## src/hdl/iop_bus_regs.svh

```systemverilog
// named codes and counts for the io processor bus interface
`ifndef IOP_BUS_REGS_SVH
`define IOP_BUS_REGS_SVH
// cycle type codes as pin levels on the active-low status lines
`define IOP_CODE_IO_FETCH  3'h0
`define IOP_CODE_IO_READ   3'h1
`define IOP_CODE_IO_WRITE  3'h2
`define IOP_CODE_UNUSED    3'h3
`define IOP_CODE_MEM_FETCH 3'h4
`define IOP_CODE_MEM_READ  3'h5
`define IOP_CODE_MEM_WRITE 3'h6
`define IOP_CODE_PASSIVE   3'h7
// upper address nibble forced on io space cycles (64k io space)
`define IOP_IO_ADDR_HI     4'h0
// idle states held after a throttled task program cycle
`define IOP_BLL_GAP        4'h7
`define IOP_GAP_ZERO       4'h0
`define IOP_GAP_STEP       4'h1
// next byte address for the second half of a split word
`define IOP_ADDR_STEP      20'h00001
`define IOP_BYTE_ZERO      8'h00
`define IOP_WORD_ZERO      16'h0000
`define IOP_ADDR_ZERO      20'h00000
// output enable levels, low while driving
`define IOP_DRIVE_N        1'b0
`define IOP_FLOAT_N        1'b1
`endif

```

## src/hdl/iop_bus_pkg.sv

```systemverilog
// types shared by the io processor bus interface modules
package iop_bus_pkg;
	// bus cycle sequencer states
	typedef enum logic [2:0] {
		IOP_IDLE,
		IOP_T1,
		IOP_T2,
		IOP_T3,
		IOP_TW,
		IOP_T4
	} iop_bus_state_e;

	// request/grant exchange states
	typedef enum logic [2:0] {
		IOP_RG_IDLE,
		IOP_RG_REQ,
		IOP_RG_GAP,
		IOP_RG_WAIT,
		IOP_RG_OWN,
		IOP_RG_REL
	} iop_rg_state_e;
endpackage

```

## src/hdl/iop_lane_steer.sv

```systemverilog
// byte lane steering for 8-bit and 16-bit physical buses
`timescale 1ns/100ps
`include "iop_bus_regs.svh"
module iop_lane_steer (
	// cycle shape
	input  wire logic        phys16_i,
	input  wire logic        word_i,
	input  wire logic        a0_i,
	// data
	input  wire logic [7:0]  wbyte_i,
	input  wire logic [15:0] wword_i,
	input  wire logic [15:0] ad_i,
	// steering results
	output logic      [15:0] lanes_o,
	output logic             lo_data_o,
	output logic             hi_data_o,
	output logic             bhe_n_o,
	output logic      [7:0]  rbyte_o
);
	// lane choice; word is only ever set for an even address on the wide bus
	always_comb begin
		lanes_o   = {`IOP_BYTE_ZERO, wbyte_i};
		lo_data_o = 1'b1;
		hi_data_o = 1'b0;
		bhe_n_o   = 1'b1;
		rbyte_o   = ad_i[7:0];
		if (!phys16_i) begin
			bhe_n_o = 1'b1;
		end else if (word_i) begin
			lanes_o   = wword_i;
			hi_data_o = 1'b1;
			bhe_n_o   = 1'b0;
		end else if (a0_i) begin
			lanes_o   = {wbyte_i, `IOP_BYTE_ZERO};
			lo_data_o = 1'b0;
			hi_data_o = 1'b1;
			bhe_n_o   = 1'b0;
			rbyte_o   = ad_i[15:8];
		end
	end
endmodule

```

## src/hdl/iop_reqgnt.sv

```systemverilog
// pulse request/grant exchange with a host cpu on a shared bus
`timescale 1ns/100ps
`include "iop_bus_regs.svh"
module iop_reqgnt (
	// clock and reset
	input  wire logic core_clk_i,
	input  wire logic reset_n_i,
	// control
	input  wire logic shared_i,
	input  wire logic need_i,
	output logic      owned_o,
	// open-drain exchange line
	input  wire logic line_i,
	output logic      line_o,
	output logic      line_oe_n_o
);
	import iop_bus_pkg::*;

	iop_rg_state_e state_q;
	iop_rg_state_e state_d;
	logic          owned_q;
	logic          owned_d;
	logic          oe_n_q;
	logic          oe_n_d;

	// request, skip our own echo, wait for grant, own, release when done
	always_comb begin
		state_d = state_q;
		unique case (state_q)
			IOP_RG_IDLE: if (shared_i && need_i) state_d = IOP_RG_REQ;
			IOP_RG_REQ:  state_d = IOP_RG_GAP;
			IOP_RG_GAP:  state_d = IOP_RG_WAIT;
			IOP_RG_WAIT: if (!line_i) state_d = IOP_RG_OWN;
			IOP_RG_OWN:  if (!need_i) state_d = IOP_RG_REL;
			IOP_RG_REL:  state_d = IOP_RG_IDLE;
		endcase
		owned_d = !shared_i || (state_d == IOP_RG_OWN);
		oe_n_d  = (state_d == IOP_RG_REQ || state_d == IOP_RG_REL) ? `IOP_DRIVE_N
		                                                           : `IOP_FLOAT_N;
	end

	always_ff @(posedge core_clk_i or negedge reset_n_i) begin
		if (!reset_n_i) begin
			state_q <= IOP_RG_IDLE;
			owned_q <= 1'b0;
			oe_n_q  <= `IOP_FLOAT_N;
		end else begin
			state_q <= state_d;
			owned_q <= owned_d;
			oe_n_q  <= oe_n_d;
		end
	end

	assign owned_o     = owned_q;
	assign line_o      = 1'b0; // the line is only ever pulled low
	assign line_oe_n_o = oe_n_q;
endmodule

```

## src/hdl/iop_bus_if.sv

```systemverilog
// bus interface of a two-channel io processor: four-state multiplexed cycles
// Notes on behaviour
// - memory addresses are 20 bits, io addresses 16 bits, in every mode
// - only the bus owner drives address/data and status; the other floats
// - shared bus: request, await grant, release when done; cpu never requests
// - load limit throttles task program cycles only, never dma transfers
// - io and memory commands both go out on the one multiplexed bus
// - a cycle runs only on demand; otherwise the bus idles
// - each cycle has four states with address and data multiplexed
// - first state drives the address and strobes the address latch
// - second state floats lines for reads, drives data for writes
// - third state holds write data or samples read data; fourth ends it
// - on the 8-bit bus the upper lines keep the address all cycle
// - physical bus width is loaded from cfg_bus16_i whenever cfg_load_i is set while idle
// - logical width of each transfer comes from the width select
// - 8-bit bus: data on low lanes, high byte enable unused
// - 16-bit bus: even byte low lanes, odd byte high lanes, even word all
// - odd word is two byte cycles: low byte high lanes, then high byte low
// - status lines encode fetch, read, write for io and memory, or passive
// - status goes passive before the fourth state, active again if more follows
// - while ready is low, wait states sit between third and fourth states
`timescale 1ns/100ps
`include "iop_bus_regs.svh"
module iop_bus_if (
	// clock and reset
	input  wire logic        core_clk_i,
	input  wire logic        reset_n_i,
	// configuration
	input  wire logic        cfg_load_i,
	input  wire logic        cfg_bus16_i,
	input  wire logic        local_mode_i,
	input  wire logic [1:0]  bll_en_i,
	// cycle request from the channels
	input  wire logic        req_valid_i,
	output logic             req_ready_o,
	input  wire logic        req_mem_i,
	input  wire logic        req_write_i,
	input  wire logic        req_fetch_i,
	input  wire logic        req_dma_i,
	input  wire logic        req_chan_i,
	input  wire logic        width_select_instr_i,
	input  wire logic [19:0] req_addr_i,
	input  wire logic [15:0] req_wdata_i,
	// answer
	output logic             rsp_valid_o,
	output logic             rsp_err_o,
	output logic      [15:0] rsp_rdata_o,
	// multiplexed bus pins
	input  wire logic [15:0] muxed_addr_data_lines_i,
	output logic      [15:0] muxed_addr_data_lines_o,
	output logic             ad_lo_oe_n_o,
	output logic             ad_hi_oe_n_o,
	output logic      [3:0]  addr_hi_o,
	output logic             addr_hi_oe_n_o,
	output logic             ale_o,
	output logic             high_byte_enable_n_o,
	output logic             bhe_oe_n_o,
	output logic      [2:0]  cycle_type_code_n_o,
	output logic             code_oe_n_o,
	input  wire logic        ready_i,
	// request/grant line
	input  wire logic        bus_req_grant_line_i,
	output logic             bus_req_grant_line_o,
	output logic             bus_req_grant_line_oe_n_o,
	// state seen by the core
	output logic             bus_owned_o,
	output logic             bus_busy_o,
	output logic             phys16_o
);
	import iop_bus_pkg::*;

	// status code for a cycle kind; used for the first two states and the early code
	function automatic logic [2:0] cyc_code(input logic mem, input logic wr,
	                                        input logic fetch);
		logic [2:0] c;
		c = `IOP_CODE_PASSIVE;
		if (mem) begin
			c = fetch ? `IOP_CODE_MEM_FETCH : (wr ? `IOP_CODE_MEM_WRITE
			                                      : `IOP_CODE_MEM_READ);
		end else begin
			c = fetch ? `IOP_CODE_IO_FETCH : (wr ? `IOP_CODE_IO_WRITE
			                                     : `IOP_CODE_IO_READ);
		end
		return c;
	endfunction

	iop_bus_state_e state_q;
	iop_bus_state_e state_d;
	logic           phys16_q;
	logic           phys16_d;
	logic [19:0]    addr_q;
	logic [19:0]    addr_d;
	logic [15:0]    wdata_q;
	logic [15:0]    wdata_d;
	logic [15:0]    rdata_q;
	logic [15:0]    rdata_d;
	logic           mem_q;
	logic           mem_d;
	logic           wr_q;
	logic           wr_d;
	logic           fetch_q;
	logic           fetch_d;
	logic           dma_q;
	logic           dma_d;
	logic           chan_q;
	logic           chan_d;
	logic           word_q;
	logic           word_d;
	logic           split_q;
	logic           split_d;
	logic           half2_q;
	logic           half2_d;
	logic           cont_q;
	logic           cont_d;
	logic [3:0]     gap_q;
	logic [3:0]     gap_d;
	logic           rsp_valid_q;
	logic           rsp_valid_d;
	logic           rsp_err_q;
	logic           rsp_err_d;
	logic [15:0]    ad_q;
	logic [15:0]    ad_d;
	logic           lo_oe_n_q;
	logic           lo_oe_n_d;
	logic           hi_oe_n_q;
	logic           hi_oe_n_d;
	logic [3:0]     ahi_q;
	logic [3:0]     ahi_d;
	logic           ahi_oe_n_q;
	logic           ahi_oe_n_d;
	logic           ale_q;
	logic           ale_d;
	logic           bhe_n_q;
	logic           bhe_n_d;
	logic [2:0]     code_q;
	logic [2:0]     code_d;
	logic           owned;
	logic           need;
	logic           samp;
	logic           illegal;
	logic           bll_hit;
	logic           accept;
	logic [7:0]     wbyte;
	logic [15:0]    lanes;
	logic           lo_data;
	logic           hi_data;
	logic           lane_bhe_n;
	logic [7:0]     rbyte;

	// ownership is held while a cycle runs or one is asked for
	assign need = (state_q != IOP_IDLE) || req_valid_i;

	iop_reqgnt u_reqgnt (
		.core_clk_i  (core_clk_i),
		.reset_n_i   (reset_n_i),
		.shared_i    (local_mode_i),
		.need_i      (need),
		.owned_o     (owned),
		.line_i      (bus_req_grant_line_i),
		.line_o      (bus_req_grant_line_o),
		.line_oe_n_o (bus_req_grant_line_oe_n_o)
	);

	// lane steering works on the next cycle context so pins come from flops
	assign wbyte = half2_d ? wdata_d[15:8] : wdata_d[7:0];

	iop_lane_steer u_lane (
		.phys16_i  (phys16_d),
		.word_i    (word_d),
		.a0_i      (addr_d[0]),
		.wbyte_i   (wbyte),
		.wword_i   (wdata_d),
		.ad_i      (muxed_addr_data_lines_i),
		.lanes_o   (lanes),
		.lo_data_o (lo_data),
		.hi_data_o (hi_data),
		.bhe_n_o   (lane_bhe_n),
		.rbyte_o   ()
	);

	// read byte lane follows the cycle on the bus now, not the next context,
	// whose address has already stepped at the end of a split first half
	assign rbyte = (phys16_q && addr_q[0]) ? muxed_addr_data_lines_i[15:8]
	                                       : muxed_addr_data_lines_i[7:0];

	// request decode; a new cycle may be taken at idle or as the running read or write leaves its data state
	assign samp    = (state_q == IOP_T3 || state_q == IOP_TW) && ready_i;
	assign illegal = width_select_instr_i && !phys16_q;
	assign bll_hit = !dma_q && !split_q && bll_en_i[chan_q];
	// an illegal request is only taken at idle so its error answer stands alone
	assign req_ready_o = owned && (gap_q == `IOP_GAP_ZERO) &&
	                     ((state_q == IOP_IDLE) ||
	                      (samp && !split_q && !bll_hit && !illegal));
	assign accept = req_valid_i && req_ready_o;

	// sequencer and cycle context
	always_comb begin
		state_d     = state_q;
		phys16_d    = phys16_q;
		addr_d      = addr_q;
		wdata_d     = wdata_q;
		rdata_d     = rdata_q;
		mem_d       = mem_q;
		wr_d        = wr_q;
		fetch_d     = fetch_q;
		dma_d       = dma_q;
		chan_d      = chan_q;
		word_d      = word_q;
		split_d     = split_q;
		half2_d     = half2_q;
		cont_d      = cont_q;
		gap_d       = gap_q;
		rsp_valid_d = 1'b0;
		rsp_err_d   = 1'b0;
		// width only changes outside cycles, when cfg_load_i is set
		if (cfg_load_i && state_q == IOP_IDLE) begin
			phys16_d = cfg_bus16_i;
		end
		if (gap_q != `IOP_GAP_ZERO && state_q == IOP_IDLE) begin
			gap_d = gap_q - `IOP_GAP_STEP;
		end
		unique case (state_q)
			IOP_IDLE: if (accept && !illegal) state_d = IOP_T1;
			IOP_T1:   state_d = IOP_T2;
			IOP_T2:   state_d = IOP_T3;
			IOP_T3:   state_d = ready_i ? IOP_T4 : IOP_TW;
			IOP_TW:   state_d = ready_i ? IOP_T4 : IOP_TW;
			IOP_T4: begin
				state_d = cont_q ? IOP_T1 : IOP_IDLE;
				cont_d  = 1'b0;
			end
		endcase
		// sample read data as the cycle leaves its third or last wait state
		if (samp) begin
			if (!wr_q) begin
				if (word_q) begin
					rdata_d = muxed_addr_data_lines_i;
				end else if (split_q) begin
					rdata_d[7:0] = rbyte;
				end else if (half2_q) begin
					rdata_d[15:8] = rbyte;
				end else begin
					rdata_d = {`IOP_BYTE_ZERO, rbyte};
				end
			end
			if (split_q) begin
				addr_d  = addr_q + `IOP_ADDR_STEP;
				split_d = 1'b0;
				half2_d = 1'b1;
				cont_d  = 1'b1;
			end else begin
				rsp_valid_d = 1'b1;
				half2_d     = 1'b0;
				if (bll_hit) begin
					gap_d = `IOP_BLL_GAP;
				end
			end
		end
		if (accept) begin
			if (illegal) begin
				rsp_valid_d = 1'b1;
				rsp_err_d   = 1'b1;
			end else begin
				cont_d  = (state_q != IOP_IDLE);
				mem_d   = req_mem_i;
				wr_d    = req_write_i;
				fetch_d = req_fetch_i && !req_write_i;
				dma_d   = req_dma_i;
				chan_d  = req_chan_i;
				wdata_d = req_wdata_i;
				// io space keeps only sixteen address bits
				addr_d  = req_mem_i ? req_addr_i
				                    : {`IOP_IO_ADDR_HI, req_addr_i[15:0]};
				word_d  = width_select_instr_i && !req_addr_i[0];
				split_d = width_select_instr_i && req_addr_i[0];
				half2_d = 1'b0;
			end
		end
	end

	// pin values for the state being entered
	always_comb begin
		ad_d       = ad_q;
		lo_oe_n_d  = `IOP_FLOAT_N;
		hi_oe_n_d  = `IOP_FLOAT_N;
		ahi_d      = ahi_q;
		ahi_oe_n_d = `IOP_FLOAT_N;
		ale_d      = 1'b0;
		bhe_n_d    = 1'b1;
		code_d     = `IOP_CODE_PASSIVE;
		unique case (state_d)
			IOP_IDLE: begin
				code_d = `IOP_CODE_PASSIVE;
			end
			IOP_T1: begin
				ad_d       = addr_d[15:0];
				ahi_d      = addr_d[19:16];
				lo_oe_n_d  = `IOP_DRIVE_N;
				hi_oe_n_d  = `IOP_DRIVE_N;
				ahi_oe_n_d = `IOP_DRIVE_N;
				ale_d      = 1'b1;
				bhe_n_d    = lane_bhe_n;
				code_d     = cyc_code(mem_d, wr_d, fetch_d);
			end
			IOP_T2, IOP_T3, IOP_TW: begin
				if (wr_d) begin
					ad_d      = lanes;
					lo_oe_n_d = lo_data ? `IOP_DRIVE_N : `IOP_FLOAT_N;
					hi_oe_n_d = hi_data ? `IOP_DRIVE_N : `IOP_FLOAT_N;
				end
				if (!phys16_d) begin
					ad_d[15:8] = addr_d[15:8];
					hi_oe_n_d  = `IOP_DRIVE_N;
				end
				bhe_n_d = lane_bhe_n;
				// passive early so the decoder ends the command on time
				code_d  = (state_d == IOP_T2) ? cyc_code(mem_d, wr_d, fetch_d)
				                              : `IOP_CODE_PASSIVE;
			end
			IOP_T4: begin
				// write data is off the bus by now; only the narrow-bus address stays
				if (!phys16_d) begin
					ad_d[15:8] = addr_q[15:8];
					hi_oe_n_d  = `IOP_DRIVE_N;
				end
				bhe_n_d = bhe_n_q;
				code_d  = cont_d ? cyc_code(mem_d, wr_d, fetch_d)
				                 : `IOP_CODE_PASSIVE;
			end
		endcase
	end

	always_ff @(posedge core_clk_i or negedge reset_n_i) begin
		if (!reset_n_i) begin
			state_q     <= IOP_IDLE;
			phys16_q    <= 1'b0;
			addr_q      <= `IOP_ADDR_ZERO;
			wdata_q     <= `IOP_WORD_ZERO;
			rdata_q     <= `IOP_WORD_ZERO;
			mem_q       <= 1'b0;
			wr_q        <= 1'b0;
			fetch_q     <= 1'b0;
			dma_q       <= 1'b0;
			chan_q      <= 1'b0;
			word_q      <= 1'b0;
			split_q     <= 1'b0;
			half2_q     <= 1'b0;
			cont_q      <= 1'b0;
			gap_q       <= `IOP_GAP_ZERO;
			rsp_valid_q <= 1'b0;
			rsp_err_q   <= 1'b0;
			ad_q        <= `IOP_WORD_ZERO;
			lo_oe_n_q   <= `IOP_FLOAT_N;
			hi_oe_n_q   <= `IOP_FLOAT_N;
			ahi_q       <= `IOP_IO_ADDR_HI;
			ahi_oe_n_q  <= `IOP_FLOAT_N;
			ale_q       <= 1'b0;
			bhe_n_q     <= 1'b1;
			code_q      <= `IOP_CODE_PASSIVE;
		end else begin
			state_q     <= state_d;
			phys16_q    <= phys16_d;
			addr_q      <= addr_d;
			wdata_q     <= wdata_d;
			rdata_q     <= rdata_d;
			mem_q       <= mem_d;
			wr_q        <= wr_d;
			fetch_q     <= fetch_d;
			dma_q       <= dma_d;
			chan_q      <= chan_d;
			word_q      <= word_d;
			split_q     <= split_d;
			half2_q     <= half2_d;
			cont_q      <= cont_d;
			gap_q       <= gap_d;
			rsp_valid_q <= rsp_valid_d;
			rsp_err_q   <= rsp_err_d;
			ad_q        <= ad_d;
			lo_oe_n_q   <= lo_oe_n_d;
			hi_oe_n_q   <= hi_oe_n_d;
			ahi_q       <= ahi_d;
			ahi_oe_n_q  <= ahi_oe_n_d;
			ale_q       <= ale_d;
			bhe_n_q     <= bhe_n_d;
			code_q      <= code_d;
		end
	end

	// outputs; a non-owner floats everything it could share
	assign muxed_addr_data_lines_o = ad_q;
	assign ad_lo_oe_n_o            = lo_oe_n_q | !owned;
	assign ad_hi_oe_n_o            = hi_oe_n_q | !owned;
	assign addr_hi_o               = ahi_q;
	assign addr_hi_oe_n_o          = ahi_oe_n_q | !owned;
	assign ale_o                   = ale_q;
	assign high_byte_enable_n_o    = bhe_n_q;
	assign bhe_oe_n_o              = !owned;
	assign cycle_type_code_n_o     = code_q;
	assign code_oe_n_o             = !owned;
	assign rsp_valid_o             = rsp_valid_q;
	assign rsp_err_o               = rsp_err_q;
	assign rsp_rdata_o             = rdata_q;
	assign bus_owned_o             = owned;
	assign bus_busy_o              = (state_q != IOP_IDLE);
	assign phys16_o                = phys16_q;
endmodule

```

## config.mk

```make
export PLATFORM = sky130hd
export DESIGN_NAME = iop_bus_if
export DESIGN_NICKNAME = d
export VERILOG_FILES = /design/src/hdl/iop_bus_pkg.sv /design/src/hdl/iop_lane_steer.sv /design/src/hdl/iop_reqgnt.sv /design/src/hdl/iop_bus_if.sv
export VERILOG_INCLUDE_DIRS = /design/src /design/src/hdl
export SDC_FILE = /design/constraint.sdc
export NUM_CORES = 1
export LEC_CHECK = 0
export ABC_CLOCK_PERIOD_IN_PS = 5800
export BUFFER_PORTS_ARGS = -buffer_cell sky130_fd_sc_hd__buf_2
export CAP_MARGIN = 20
export CORE_MARGIN = 2
export CORE_UTILIZATION = 42
export DETAILED_ROUTE_END_ITERATION = 8
export PLACE_DENSITY = 0.74
export SLEW_MARGIN = 20
export SYNTH_ARGS = -nofsm -noshare
export SYNTH_HDL_FRONTEND = slang
export SYNTH_SLANG_ARGS = --single-unit
```

## constraint.sdc

```tcl
create_clock -name core_clk_i -period 5.8 [get_ports core_clk_i]
set_input_delay 0.29 -clock core_clk_i [delete_from_list [all_inputs] [get_ports core_clk_i]]
set_output_delay 0.29 -clock core_clk_i [all_outputs]
set_load 0.03 [all_outputs]
```

==> impl_metrics.json, run 1 <==
{
  "outcome": "finished clean",
  "numCtsBuffers": 9,
  "grt_pass1_wl_um": 29800,
  "top_layer": "met4",
  "synth_seq_cells": 104,
  "cts_resized": 0,
  "p_total_mw": 4.38,
  "ir_drop_v": 0.000359,
  "num_vias": 5897,
  "syn_area_per_cell_um2": 9.10,
  "synth_top_area_frac": 0.375,
  "finish.utilization": 0.489,
  "drv_slew": 0,
  "fin_ws_ns": 1.59,
  "yosysMostFrequentCell": "dfrtp_1",
  "p_leak_nw": 3.41,
  "r2r_start": "state_q[1]",
  "synth_cell_types": 77,
  "holdCritPathClass": "in -> reg",
  "wl_met3_um": 1970,
  "cp.required_ns": 6.01,
  "synth_warnings": 0,
  "fmax_mhz": 237,
  "hold_start": "req_wdata_i[15]",
  "crit_arrival_ns": 4.42,
  "cp-end-kind": "flop",
  "worstMarginPinSlew_ns": 1.07,
  "cp-start-kind": "flop",
  "wl_met1_um": 8200,
  "die_h_um": 127,
  "min_to": "wdata_q[15]",
  "drt_iter0_markers": 751,
  "grt_overflow": 0,
  "ant_nets": 0,
  "reg2reg_depth": 7,
  "post-cts-setup-buffer-count": 0,
  "track_usage": 0.235,
  "nFillCells": 1448,
  "start_util": 0.426,
  "placed_cell_area_um2": 7040,
  "die_area_um2": 16200,
  "die_width_um": 127,
  "clk_pin_slew_worst_paths_ns": 0.08,
  "gp_congestion": 0.896,
  "p_per_area_nw_per_um2": 596,
  "wl_per_cell_um": 19.2,
  "pre_cts_ws_ns": 1.62,
  "r2r-end": "muxed_addr_data_lines_o[7]",
  "grt_pass1_vias": 5586,
  "startpoint": "state_q[1]",
  "skew_ns": 0.0105,
  "setup_viol": 0,
  "firstDrtPassIters": 5,
  "syn_nets": 775,
  "drive_above_1_share": 0.245,
  "min_path_cells": 3,
  "setup_tns_ns": 0,
  "htree_levels": 3,
  "synth_ff_type": "dfrtp_1",
  "r2r_slack_ns": 1.59,
  "hold_viol_final": 0,
  "cts-root-buf": "clkbuf_16",
  "io_pins": 122,
  "antenna_found_initial": 1,
  "synth_area_leaders": "dfrtp_1, nand2_1, mux2i_1, nor2_1, dfstp_2",
  "yosys.area.top_type": "dfrtp_1",
  "final_net_count": 862,
  "vias_per_cell": 5.99,
  "drv_cap": 0,
  "cp_max_fo": 33,
  "route.detailed.drc": 0,
  "postSynthCellCount": 704,
  "criticalPathCategory": "reg -> reg",
  "async_flop_share": 1.00,
  "wl_um": 18900,
  "fp.coreArea_um2": 15000,
  "cts_num_sinks": 104,
  "area_growth_syn_to_layout_pct": 14.8,
  "clkLatencyLatePin_ns": 0.37,
  "synth_commonest_cells": "dfrtp_1, nand2_1, nor2_1, a21oi_1, nand3_1",
  "place_hpwl_um": 13300,
  "rsz0062_at_grt": "no",
  "period_share": 0.727,
  "synth_edf_count": 0,
  "maxSlewHeadroom": 0.266,
  "fin_area_um2": 7350,
  "cts_tree": "done",
  "synth_area_um2": 6400,
  "yosysSeqAreaShare": 0.408,
  "cts_buffer_depth": 2,
  "port_buffers": 120,
  "wl_met2_um": 8300,
  "rows": 45,
  "fin_crit_ns": 4.21,
  "grt_max_degree": 58
}
[registers in the layout (all words and copies together), names as in the netlist, 3 cells and up]
register,flops
gap_q,4
wdata_q,16
state_q,3
u_reqgnt.state_q,3
rsp_rdata_o,16
cycle_type_code_n_o,3
addr_q,20
addr_hi_o,4
muxed_addr_data_lines_o,16
[metal layers]
metal  vias up  GRT usage
li1       2746          -
met1      2809      0.330
met2       313      0.347
met3        29     0.0666
met4         0     0.0847
met5         -          0
[cell families (layout without fill, tap and decap cells)]
logic type / count (synthesis) / in the layout / share of synthesized area
other cells: 1 / 2 / 0.000586
mux: 44 / 44 / 0.0729
flops: 104 / 104 / 0.408
xor+xnor: 23 / 23 / 0.0315
fa+ha+maj: 3 / 3 / 0.00586
compound gates: 165 / 165 / 0.190
buf+inv: 71 / 163 / 0.0520
simple gates: 293 / 293 / 0.240
[area by class of cell]
cell class / count / area (µm²) / share of cell area
repair buffers: 127 / 658 / 0.0895
diodes: 1 / 2.50 / 0.000340
multi-input cells: 529 / 3470 / 0.472
clock inverters: 7 / 76.3 / 0.0104
flip-flops and latches: 104 / 2610 / 0.355
clock buffers: 9 / 225 / 0.0306
inverters: 20 / 75.1 / 0.0102
well taps: 188 / 235 / 0.0320
[where the power goes]
group | switching (mW) | internal (mW) | total (mW)
clock network | 0.302 | 0.339 | 0.641
logic | 1.45 | 0.828 | 2.28
registers | 0.377 | 1.08 | 1.46
[timing repair]
action,CTS,global route
setup endpoints to repair,0,0
hold endpoints to repair,44,0
hold buffers,1,0
[cells in the final DEF (no fill, tap or decap), types with 15 or more instances in the layout]
| cell | instances |
|---|---|
| xor2_1 | 15 |
| and3_1 | 27 |
| nand3_1 | 34 |
| nand2_1 | 87 |
| buf_2 | 119 |
| a22oi_1 | 15 |
| o21ai_0 | 23 |
| mux2_2 | 15 |
| inv_1 | 18 |
| a21oi_1 | 35 |
| mux2i_1 | 27 |
| nand2b_1 | 21 |
| nand4_1 | 15 |
| nor2_1 | 62 |
| dfrtp_1 | 96 |
[critical path, stage by stage, from the launching register on]
cell       delay [ns]
dfrtp_1          0.77
and4b_1          0.63
o21ai_2          0.15
o21ai_4          0.58
buf_4            0.44
o211ai_2         0.31
a2111oi_0        1.01
o31ai_1          0.15
[per-stage QoR]
| step | instances | hold slack, ns |
|---|---|---|
| detailed placement | 967 | 0.363 |
| CTS | 984 | 0.125 |
| finish | 985 | 0.132 |
| global placement | 967 | 0.352 |
| global route | 984 | 0.133 |
| floorplan | 704 | -0.00559 |
[worst max path at each step]
stage,cells after the start,endpoint
final,7,muxed_addr_data_lines_o[7]
after global placement,7,muxed_addr_data_lines_o[5]
after global routing,7,muxed_addr_data_lines_o[5]
after floorplan,9,muxed_addr_data_lines_o[10]
after detailed placement,7,muxed_addr_data_lines_o[5]
after CTS,7,muxed_addr_data_lines_o[5]
No activity file was read; power rests on OpenSTA's default activity.
==> inputs of run 2 (changes only) <==
--- a/config.mk
+++ b/config.mk
@@ -6,7 +6,7 @@
 export SDC_FILE = /design/constraint.sdc
 export NUM_CORES = 1
 export LEC_CHECK = 0
-export ABC_CLOCK_PERIOD_IN_PS = 5800
+export ABC_CLOCK_PERIOD_IN_PS = 4300
 export BUFFER_PORTS_ARGS = -buffer_cell sky130_fd_sc_hd__buf_2
 export CAP_MARGIN = 20
 export CORE_MARGIN = 2
==> constraint.sdc (replaced) <==
create_clock -name core_clk_i -period 4.3 [get_ports core_clk_i]
set_input_delay 0.215 -clock core_clk_i [delete_from_list [all_inputs] [get_ports core_clk_i]]
set_output_delay 0.215 -clock core_clk_i [all_outputs]
set_load 0.03 [all_outputs]
==> run 2 against run 1 <==
  * Sequential power up 30%
  * Register-to-register slack worse by 0.69 ns
  * Critical path depth is 3 higher
  * Worst setup slack got worse by 0.69 ns
  * Non-clock buffer count grew 9
  * Global-route usage rose by 0.12 points
  * Core utilization increased by 0.44 points
  * Critical path type unchanged
==> impl_metrics.json, run 2 (synthesis gave the netlist of run 1 again) <==
{
  "grt_max_degree": 66,
  "setup_tns_ns": 0,
  "fin_crit_ns": 3.40,
  "busiest_layer": "met2",
  "final_net_count": 871,
  "swShare": 0.483,
  "clk_pin_slew_worst_paths_ns": 0.08,
  "outcome": "finished clean",
  "die_area_um2": 16200,
  "worstMarginPinSlew_ns": 0.907,
  "largest_register_ffs": 20,
  "final_common_cell": "buf_2",
  "clkLatencyLatePin_ns": 0.36,
  "htree_levels": 3,
  "cts_resized": 0,
  "area_growth_syn_to_layout_pct": 15.9,
  "setup_viol": 0,
  "p_per_area_nw_per_um2": 799,
  "grt_pass1_vias": 5689,
  "crit_arrival_ns": 3.63,
  "cp-end-kind": "flop",
  "drive_above_1_share": 0.253,
  "fmax_mhz": 294,
  "cp-start-kind": "flop",
  "numCtsBuffers": 9,
  "post-place-cells": 976,
  "wl_per_cell_um": 19.0,
  "vias_per_cell": 5.97,
  "fp.coreArea_um2": 15000,
  "wl_um": 18800,
  "start_util": 0.426,
  "skew_ns": 0.0101,
  "ant_nets": 0,
  "route.detailed.drc": 0,
  "die_width_um": 127,
  "drv_slew": 0,
  "mostFrequentLayoutCells": "buf_2, dfrtp_1, nand2_1, nor2_1, a21oi_1",
  "p_comb_frac": 0.534,
  "rsz0062_at_grt": "no",
  "cts-root-buf": "clkbuf_16",
  "maxSlewHeadroom": 0.396,
  "criticalPathCategory": "reg -> reg",
  "cts_tree": "done",
  "drv_cap": 0,
  "num_vias": 5933,
  "cts_num_sinks": 104,
  "grt_pass1_wl_um": 30000,
  "p_sw_mw": 2.86,
  "p_int_mw": 3.06,
  "port_buffers": 120,
  "rows": 45,
  "n_antenna_cell": 0,
  "cts_buffer_depth": 2,
  "gr-usage-met3": 0.0574,
  "hold_viol_final": 0,
  "place_hpwl_um": 13600,
  "cp.required_ns": 4.53,
  "antenna_found_initial": 0,
  "track_usage": 0.236,
  "gp_congestion": 0.896,
  "pwr-share-clk": 0.145,
  "cp_max_fo": 38,
  "met2_usage": 0.360,
  "ir_drop_v": 0.000465,
  "met1_usage": 0.328,
  "period_share": 0.791,
  "regMostFlops": "addr_q",
  "holdCritPathClass": "in -> reg",
  "firstDrtPassIters": 5,
  "fin_cells": 993,
  "grt_overflow": 0,
  "p_leak_nw": 3.45,
  "drt_iter0_markers": 527,
  "p_seq_frac": 0.321,
  "io_pins": 122,
  "die_h_um": 127
}
## run 2: changes by cell type in the layout (fill, tap and decap cells not counted)
cell / delta
a2111oi_1: -2
a2111oi_0: +2
inv_6: -2
clkinvlp_4: +2
clkinv_2: -1
diode_2: -1
buf_4: +9
inv_8: +1
## run 2: power by group through the flow
| stage | Clock (mW) | Combinational, mW | Sequential (mW) |
|---|---|---|---|
| floorplan | 0 | 2.00 | 2.15 |
| global placement | 0 | 3.09 | 1.89 |
| detailed placement | 0 | 3.14 | 1.90 |
| CTS | 0.874 | 3.14 | 1.89 |
| global route | 0.908 | 3.45 | 1.96 |
| finish | 0.858 | 3.17 | 1.90 |
## run 2: path summary, 6_finish.rpt
check / start / endpoint / slack (ns) / cells past startpoint
max in group asynchronous: reset_n_i / hi_oe_n_q / 2.74 / 3
hold / removal: req_wdata_i[15] / wdata_q[15] / 0.06 / 3
setup reg to reg: gap_q[0] / muxed_addr_data_lines_o[8] / 0.90 / 10
setup / recovery: gap_q[0] / muxed_addr_data_lines_o[8] / 0.90 / 10
hold reg to reg: dma_q / dma_q / 0.47 / 2
min in group asynchronous: reset_n_i / addr_hi_o[1] / 0.49 / 2
## run 2: metal layers
layer	up-vias	share of wire
met3	37	0.090
met5	-	0
met1	2865	0.43
li1	2756	-
met4	0	0.025
met2	275	0.45
## run 2: final cells by class
type	count	area [µm²]
clock buffer	9	225
timing repair buffer	136	726
clock inverter	7	80.1
inverter	20	75.1
fill	1433	7610
sequential	104	2610
tap	188	235
multi-input combinational	529	3470
## run 2: metrics by stage
stage / hold WS [ns] / setup slack, ns / total power, mW / instance area, µm² / utilization
global placement: 0.378 / 1.03 / 4.98 / 7110 / 0.473
detailed placement: 0.377 / 0.962 / 5.04 / 7110 / 0.473
floorplan: -0.0806 / 1.94 / 4.15 / 6400 / -
global route: 0.0761 / 0.704 / 6.32 / 7420 / 0.494
CTS: 0.0524 / 0.946 / 5.91 / 7420 / 0.494
finish: 0.0577 / 0.900 / 5.93 / 7420 / 0.494
## run 2: what timing repair did
item,4_1_cts,5_1_grt
hold buffers,1,0
endpoints found under the hold margin,15,0
setup buffers,0,0
## run 2: worst max-delay path, stage by stage, from the launching register on
cell and delay, ns:
dfrtp_1 0.36, inv_1 0.08, ha_1 0.23, and4bb_2 0.27, nand4_2 0.22, o21a_2 0.79, buf_4 0.41, buf_4 0.25
mux2_2 0.36, o21ai_0 0.16, o21ai_0 0.11
